$ cat src/verilog/hpsp_cfg.svh
`ifndef HPSP_CFG_SVH
`define HPSP_CFG_SVH

// host data bus width, address width and channel count
`define HPSP_DATA_W      16
`define HPSP_ADDR_W      3
`define HPSP_CHANNELS    4

// strobe style select values
`define HPSP_MODE_SEPARATE 1'b0
`define HPSP_MODE_STROBE   1'b1

// address msb value that selects channel sample data
`define HPSP_AREA_SAMPLE   1'b0

// pin bundle reset: strobes and chip select idle high, mode low, bus zero
`define HPSP_PIN_RST     23'h700000
`define HPSP_DATA_RST    16'h0000
`define HPSP_ADDR_RST    3'h0

`endif

$ cat src/verilog/hpsp_pkg.sv
`default_nettype none

package hpsp_pkg;

    // host pins as sampled, all levels as seen on the wires
    typedef struct packed {
        logic        ceN;
        logic        wrN;
        logic        rdN;
        logic        modeSel;
        logic [2:0]  addr;
        logic [15:0] data;
    } hpsp_pins_t;

    // write delivered to the register map, one clk cycle long
    typedef struct packed {
        logic        valid;
        logic [2:0]  addr;
        logic [15:0] data;
    } hpsp_write_t;

endpackage

`default_nettype wire

$ cat src/verilog/hpsp_pin_sync.sv
`include "hpsp_cfg.svh"
`timescale 1ns/10ps
`default_nettype none

module hpsp_pin_sync #(
    parameter int         W   = 23,
    parameter logic [W-1:0] RST = `HPSP_PIN_RST
) (
    input  wire logic         clk,
    input  wire logic         srst,
    input  wire logic [W-1:0] pinIn,
    output var  logic [W-1:0] pinOut
);

    logic [W-1:0] stage1_q;
    logic [W-1:0] stage2_q;
    logic [W-1:0] stage3_q;
    logic [W-1:0] held_q;

    // three-stage chain; stage1 feeds only stage2
    always_ff @(posedge clk) begin
        if (srst) begin
            stage1_q <= RST;
            stage2_q <= RST;
            stage3_q <= RST;
        end else begin
            stage1_q <= pinIn;
            stage2_q <= stage1_q;
            stage3_q <= stage2_q;
        end
    end

    // accept only when the last two stages agree; whole bundle moves together
    // so strobe and data stay coherent at the cost of one cycle on a skewed edge
    always_ff @(posedge clk) begin
        if (srst) begin
            held_q <= RST;
        end else if (stage2_q == stage3_q) begin
            held_q <= stage3_q;
        end
    end

    assign pinOut = held_q;

endmodule

`default_nettype wire

$ cat src/verilog/hpsp_port.sv
// What this block does
// - separate strobes: write strobe rising edge with chip select low captures data
// - data strobe style: strobe rising edge with read_not_write low writes data
// - data strobe style: read_not_write high and strobe low drives addressed data
// - separate strobes: read strobe and chip select low drive addressed data
// - style select 0 gives separate strobes, 1 data strobe; defaults to 0
// - host data bus is bidirectional, 16 bits, bit 15 most significant
// - host can read channel output samples through the port
// - host writes reach the register map aligned to the processing clock
`include "hpsp_cfg.svh"
`timescale 1ns/10ps
`default_nettype none

module hpsp_port #(
    parameter int DW    = `HPSP_DATA_W,
    parameter int AW    = `HPSP_ADDR_W,
    parameter int NCHAN = `HPSP_CHANNELS
) (
    input  wire logic                      clk,
    input  wire logic                      srst,
    input  wire logic                      ceN,
    input  wire logic                      wrN,
    input  wire logic                      rdN,
    input  wire logic                      modeSel,
    input  wire logic [AW-1:0]             addr,
    input  wire logic [DW-1:0]             dataIn,
    output var  logic [DW-1:0]             dataOut,
    output var  logic                      dataOe,
    input  wire logic [NCHAN-1:0][DW-1:0]  chanSample,
    input  wire logic [DW-1:0]             regReadData,
    output var  logic [AW-1:0]             regReadAddr,
    output var  logic                      regRead,
    output var  logic [DW-1:0]             holdData,
    output var  logic                      wrValid,
    output var  logic [AW-1:0]             wrAddr,
    output var  logic [DW-1:0]             wrData
);

    hpsp_pkg::hpsp_pins_t  pinsRaw;
    hpsp_pkg::hpsp_pins_t  pins;
    hpsp_pkg::hpsp_write_t wr_q;
    hpsp_pkg::hpsp_write_t wr_d;

    logic          strobePrev_q;
    logic          strobeRise;
    logic          writeQual;
    logic          readActive;
    logic          styleStrobe;
    logic [DW-1:0] hold_q;
    logic [DW-1:0] dout_q;
    logic [DW-1:0] readMux;
    logic          oe_q;
    logic [AW-1:0] rdAddr_q;
    logic          rdReq_q;

    // addressed read source: low half is channel samples, high half the map
    function automatic logic [DW-1:0] pick_read(
        input logic [AW-1:0]            a,
        input logic [NCHAN-1:0][DW-1:0] samples,
        input logic [DW-1:0]            mapData
    );
        logic [DW-1:0] r;
        r = mapData;
        if (a[AW-1] == `HPSP_AREA_SAMPLE) begin
            r = samples[a[1:0]];
        end
        return r;
    endfunction

    // gather the pins so one filter treats them as a single coherent word
    always_comb begin
        pinsRaw.ceN     = ceN;
        pinsRaw.wrN     = wrN;
        pinsRaw.rdN     = rdN;
        pinsRaw.modeSel = modeSel;
        pinsRaw.addr    = addr;
        pinsRaw.data    = dataIn;
    end

    hpsp_pin_sync #(
        .W   ($bits(hpsp_pkg::hpsp_pins_t)),
        .RST (`HPSP_PIN_RST)
    ) u_sync (
        .clk    (clk),
        .srst   (srst),
        .pinIn  (pinsRaw),
        .pinOut (pins)
    );

    assign styleStrobe = (pins.modeSel == `HPSP_MODE_STROBE);

    // write pin edge tracking, shared by both styles
    always_ff @(posedge clk) begin
        if (srst) begin
            strobePrev_q <= 1'b1;
        end else begin
            strobePrev_q <= pins.wrN;
        end
    end

    assign strobeRise = pins.wrN && !strobePrev_q;

    // qualify the rising edge for the active style
    always_comb begin
        writeQual = 1'b0;
        if (!styleStrobe) begin
            writeQual = strobeRise && !pins.ceN;
        end else begin
            // data strobe, direction low means write
            writeQual = strobeRise && !pins.ceN && !pins.rdN;
        end
    end

    // read condition for the active style
    always_comb begin
        readActive = 1'b0;
        if (!styleStrobe) begin
            // read strobe and chip select both low
            readActive = !pins.rdN && !pins.ceN;
        end else begin
            // direction high while data strobe low
            readActive = pins.rdN && !pins.wrN && !pins.ceN;
        end
    end

    // holding register keeps the last captured host word
    always_ff @(posedge clk) begin
        if (srst) begin
            hold_q <= `HPSP_DATA_RST;
        end else if (writeQual) begin
            hold_q <= pins.data;
        end
    end

    // write issued as a single clk pulse so all channels update together
    always_comb begin
        wr_d.valid = writeQual;
        wr_d.addr  = pins.addr;
        wr_d.data  = pins.data;
    end

    always_ff @(posedge clk) begin
        if (srst) begin
            wr_q.valid <= 1'b0;
            wr_q.addr  <= `HPSP_ADDR_RST;
            wr_q.data  <= `HPSP_DATA_RST;
        end else begin
            wr_q.valid <= wr_d.valid;
            if (wr_d.valid) begin
                wr_q.addr <= wr_d.addr;
                wr_q.data <= wr_d.data;
            end
        end
    end

    // address handed to the register map every cycle, read open or not
    always_ff @(posedge clk) begin
        if (srst) begin
            rdAddr_q <= `HPSP_ADDR_RST;
            rdReq_q  <= 1'b0;
        end else begin
            rdAddr_q <= pins.addr;
            rdReq_q  <= readActive;
        end
    end

    // channel samples share the read path with map data
    assign readMux = pick_read(pins.addr, chanSample, regReadData);

    // read data refreshes every cycle the read condition holds so a long strobe sees live samples
    always_ff @(posedge clk) begin
        if (srst) begin
            dout_q <= `HPSP_DATA_RST;
        end else if (readActive) begin
            dout_q <= readMux;
        end
    end

    // enable only while the read condition holds
    always_ff @(posedge clk) begin
        if (srst) begin
            oe_q <= 1'b0;
        end else begin
            oe_q <= readActive;
        end
    end

    assign dataOut     = dout_q;
    assign dataOe      = oe_q;
    assign regReadAddr = rdAddr_q;
    assign regRead     = rdReq_q;
    assign holdData    = hold_q;
    assign wrValid     = wr_q.valid;
    assign wrAddr      = wr_q.addr;
    assign wrData      = wr_q.data;

endmodule

`default_nettype wire

$ cat config.mk
export PLATFORM = sky130hd
export DESIGN_NAME = hpsp_port
export DESIGN_NICKNAME = d
export VERILOG_FILES = /design/src/verilog/hpsp_pkg.sv /design/src/verilog/hpsp_pin_sync.sv /design/src/verilog/hpsp_port.sv
export VERILOG_INCLUDE_DIRS = /design/src /design/src/verilog
export SDC_FILE = /design/constraint.sdc
export NUM_CORES = 1
export LEC_CHECK = 0
export BUFFER_PORTS_ARGS = -buffer_cell sky130_fd_sc_hd__buf_2
export CAP_MARGIN = 20
export CORE_MARGIN = 2
export CORE_UTILIZATION = 25
export CTS_BUF_LIST = sky130_fd_sc_hd__clkbuf_8
export DETAILED_ROUTE_END_ITERATION = 16
export PLACE_DENSITY = 0.44
export SYNTH_ARGS = -nofsm -noshare
export SYNTH_HDL_FRONTEND = slang
export SYNTH_SLANG_ARGS = --single-unit
$ cat constraint.sdc
create_clock -name clk -period 2.21 [get_ports clk]
set_input_delay 0.442 -clock clk [delete_from_list [all_inputs] [get_ports clk]]
set_output_delay 0.442 -clock clk [all_outputs]
set_load 0.05 [all_outputs]
==> run summary <==
post-layout instance count excluding filler cells: 904
worst-case clock skew: 11.3 ps
dominant combinational cell family by area after synthesis: simple AND/OR/NAND/NOR gates
final net count: 726
sort of element at the start of the critical path: flip-flop
share of synthesized cell area in and, or, nand and nor gates: 19.5%
count of max-cap constraint violations: 0
maximum frequency from static timing analysis: 0.514 GHz
count of boundary I/O pins: 162
crit path capture type: flip-flop
post-synthesis to final-layout area growth: 25.3%
RSZ-0062 raised after global routing: false
Post-Syn Instances: 483
Antenna Diode Count: 0
CP Buf/Inv Count: 1
global placement routability congestion: 0.767
CTS buffer count: 17
global-route wire length before repair: 18.8 mm
filler cell count in the final layout: 2126
Gate power share: 5.9%
clock sink count: 133
family with the most delay on the worst path: simple AND/OR/NAND/NOR gates
static leakage power: 2.62 nW
post-detailed-placement cell area: 6080 um^2
Setup WS pre-CTS: 259 ps
Initial DRC Count: 144
Min-Delay Path Class: input pin to flip-flop
drt drc: 0
count of instances resized after the clock tree is built: 0
transition time of the tightest slew-check pin: 811 ps
Die ar.: 21700 um^2
Min Clock Period, post-route: 1950 ps
top area cells in the synthesized netlist: sky130_fd_sc_hd__dfxtp_1 (52%), sky130_fd_sc_hd__nor2b_1 (8.2%), sky130_fd_sc_hd__mux2i_1 (7.0%), sky130_fd_sc_hd__mux4_2 (7.0%), sky130_fd_sc_hd__nand2b_1 (4.0%)
area fraction in compound gates after synthesis: 4.38%
number of antenna violations at the first check in global routing: 0
maximum number of pins on one net before global-route repair: 67
Clock Path Buffers: 2
number of nets in the synthesized netlist: 588
power per cell area: 701 nW/um^2
slowest CP cell: sky130_fd_sc_hd__nor4_1
commonest non-fill, non-tap cell in the layout: sky130_fd_sc_hd__buf_2
Critical Path, Cell by Cell: xor2_1 > nor4_1 > nand4_1 > nor3_4 > buf_4 > mux2i_1
number of register bits inferred by synthesis: 133
top library cells by usage in the layout, fill and taps aside: sky130_fd_sc_hd__buf_2 (160), sky130_fd_sc_hd__dfxtp_1 (133), sky130_fd_sc_hd__nor2b_1 (67), sky130_fd_sc_hd__nand2_1 (39), sky130_fd_sc_hd__mux2i_1 (36)
final worst slack: 263 ps
Worst Path Max Fanout: 15
Final Hold Viols: 0
power share of the clock group: 39.4%
ratio of routed vias to standard cells: 3.97
required time worst endpoint: 2570 ps
number of standard-cell rows in the floorplan: 52
Cell Int Power: 0.00342 W
number of detailed-routing iterations run before antenna repair: 4
fraction of final layout cells sized beyond drive strength 1: 36.3%
top cell type by total area after synthesis: sky130_fd_sc_hd__dfxtp_1
post-DP HPWL: 8.60 mm
Post-CTS Setup Repair Bufs: 0
VDD IR max: 0.306 mV
Hold-fix buffers, CTS: 0
worst endpoint data arrival time: 2310 ps
classification of the worst setup path: flip-flop to flip-flop
chip width: 147 um
sum of overflow across all layers after global routing: 0
mux contribution to synthesized area: 14.7%
clock root buffer master: sky130_fd_sc_hd__clkbuf_8
sequential share of power: 54.7%
total via count in the routed design: 3593
combined global-route utilization of all metal layers: 11.1%
die boundary height: 147 um
Ys Warns: 0
mean cell area of the mapped netlist: 10.6 um^2
CP peak stage delay: 370 ps
post-synthesis adder-cell area fraction: 0%
core area: 20200 um^2
number of H-tree levels: 4
Routed WL per cell: 12.8 um
accumulated negative setup slack: 0 ps
Cells after DPL: 872
effective utilization at floorplan: 25.5%
share of synthesized area occupied by flip-flops and latches: 51.8%
Final Core Density: 31.9%
clock transition at the registers of the reported paths: 80 ps
final worst path period share: 88.1%
result of the run: completed
Relative slew margins: 45.8%
XOR/XNOR Fraction of Synth Area: 3.92%
distinct cell type count after synthesis: 26
final WL: 11.5 mm
area share of the largest cell type after synthesis: 51.8%
switching power summed over all nets: 0.00110 W
mapped cell area: 5140 um^2
switch share: 24.3%
final std cell area, no fill: 6440 um^2
# port buffers: 161
CTS tree: yes
clk_lat worst skew: 430 ps
number of pins exceeding their max-slew limit in the final report: 0
vias in the first global route: 3756
Antenna Violating Nets Remaining: 0
Setup Viol. Count Final: 0
## synthesized netlist by cell type, drive strengths merged
master  instances
a211oi         16
a21oi          19
and3            1
buf            25
clkbuf         25
dfxtp         133
inv             1
mux2            3
mux2i          36
mux4           16
nand2          39
nand2b         33
nand3           1
nand4           3
nor2           26
nor2b          67
nor3            2
nor4            3
o21ba           1
or2             9
or2b            1
xnor2           8
xor2           15
## sequential cells by signal (all words and copies together) (netlist names)
| signal | count |
|---|---|
| dataOut | 16 |
| regReadAddr | 3 |
| u_sync.stage3_q | 23 |
| wrData | 16 |
| dataOe | 1 |
| strobePrev_q | 1 |
| wrAddr | 3 |
| u_sync.stage1_q | 23 |
| u_sync.pinOut | 23 |
| wrValid | 1 |
| u_sync.stage2_q | 23 |
## through the flow
stage               hold slack, ps  total power [W]
CTS                            146          0.00461
global route                   152          0.00473
global placement               401          0.00279
detailed placement             406          0.00280
floorplan                      389          0.00267
finish                         183          0.00451
## layer usage
layer / up-vias / wire length, um / global-route usage (%)
met3: 16 / 455 / 3.14
met2: 89 / 5400 / 17.6
met5: - / 0 / 0
met1: 1633 / 5460 / 14.1
li1: 1855 / - / -
met4: 0 / 225 / 4.90
## logic make-up (layout without fill, tap and decap cells)
kind of cell / Yosys count / after routing
AO/OA/AOI/OAI: 36 / 36
XOR/XNOR: 23 / 23
buffers and inverters: 51 / 202
flip-flops: 133 / 133
multiplexers: 55 / 55
AND/OR/NAND/NOR: 185 / 185
## power by group through the flow
| stage | logic (W) | registers (W) | clock network, W |
|---|---|---|---|
| 3_5_place_dp | 0.000271 | 0.00253 | 0 |
| 6_report | 0.000266 | 0.00247 | 0.00178 |
| 5_1_grt | 0.000297 | 0.00248 | 0.00196 |
| 3_3_place_gp | 0.000267 | 0.00253 | 0 |
| 2_1_floorplan | 0.000152 | 0.00252 | 0 |
| 4_1_cts | 0.000272 | 0.00247 | 0.00186 |
## path summary, 6_finish.rpt
kind	endpoint	cells past startpoint	slack [ps]	from
setup / recovery	u_sync.pinOut[2]	6	260	u_sync.stage3_q[19]
hold / removal	u_sync.stage1_q[21]	2	180	wrN
hold reg to reg	u_sync.stage2_q[21]	1	420	u_sync.stage1_q[21]
setup reg to reg	u_sync.pinOut[2]	6	260	u_sync.stage3_q[19]
## final cells by class
class	count	area [um^2]	share of cell area, %
Clock buffer	18	248	3.85
Clock inverter	14	108	1.67
Inverter	1	3.75	0.0583
Multi-Input combinational cell	299	2180	33.9
Sequential cell	133	2660	41.4
Tap cell	270	338	5.25
Timing Repair Buffer	169	893	13.9
Power figures use the tool's default switching activity.
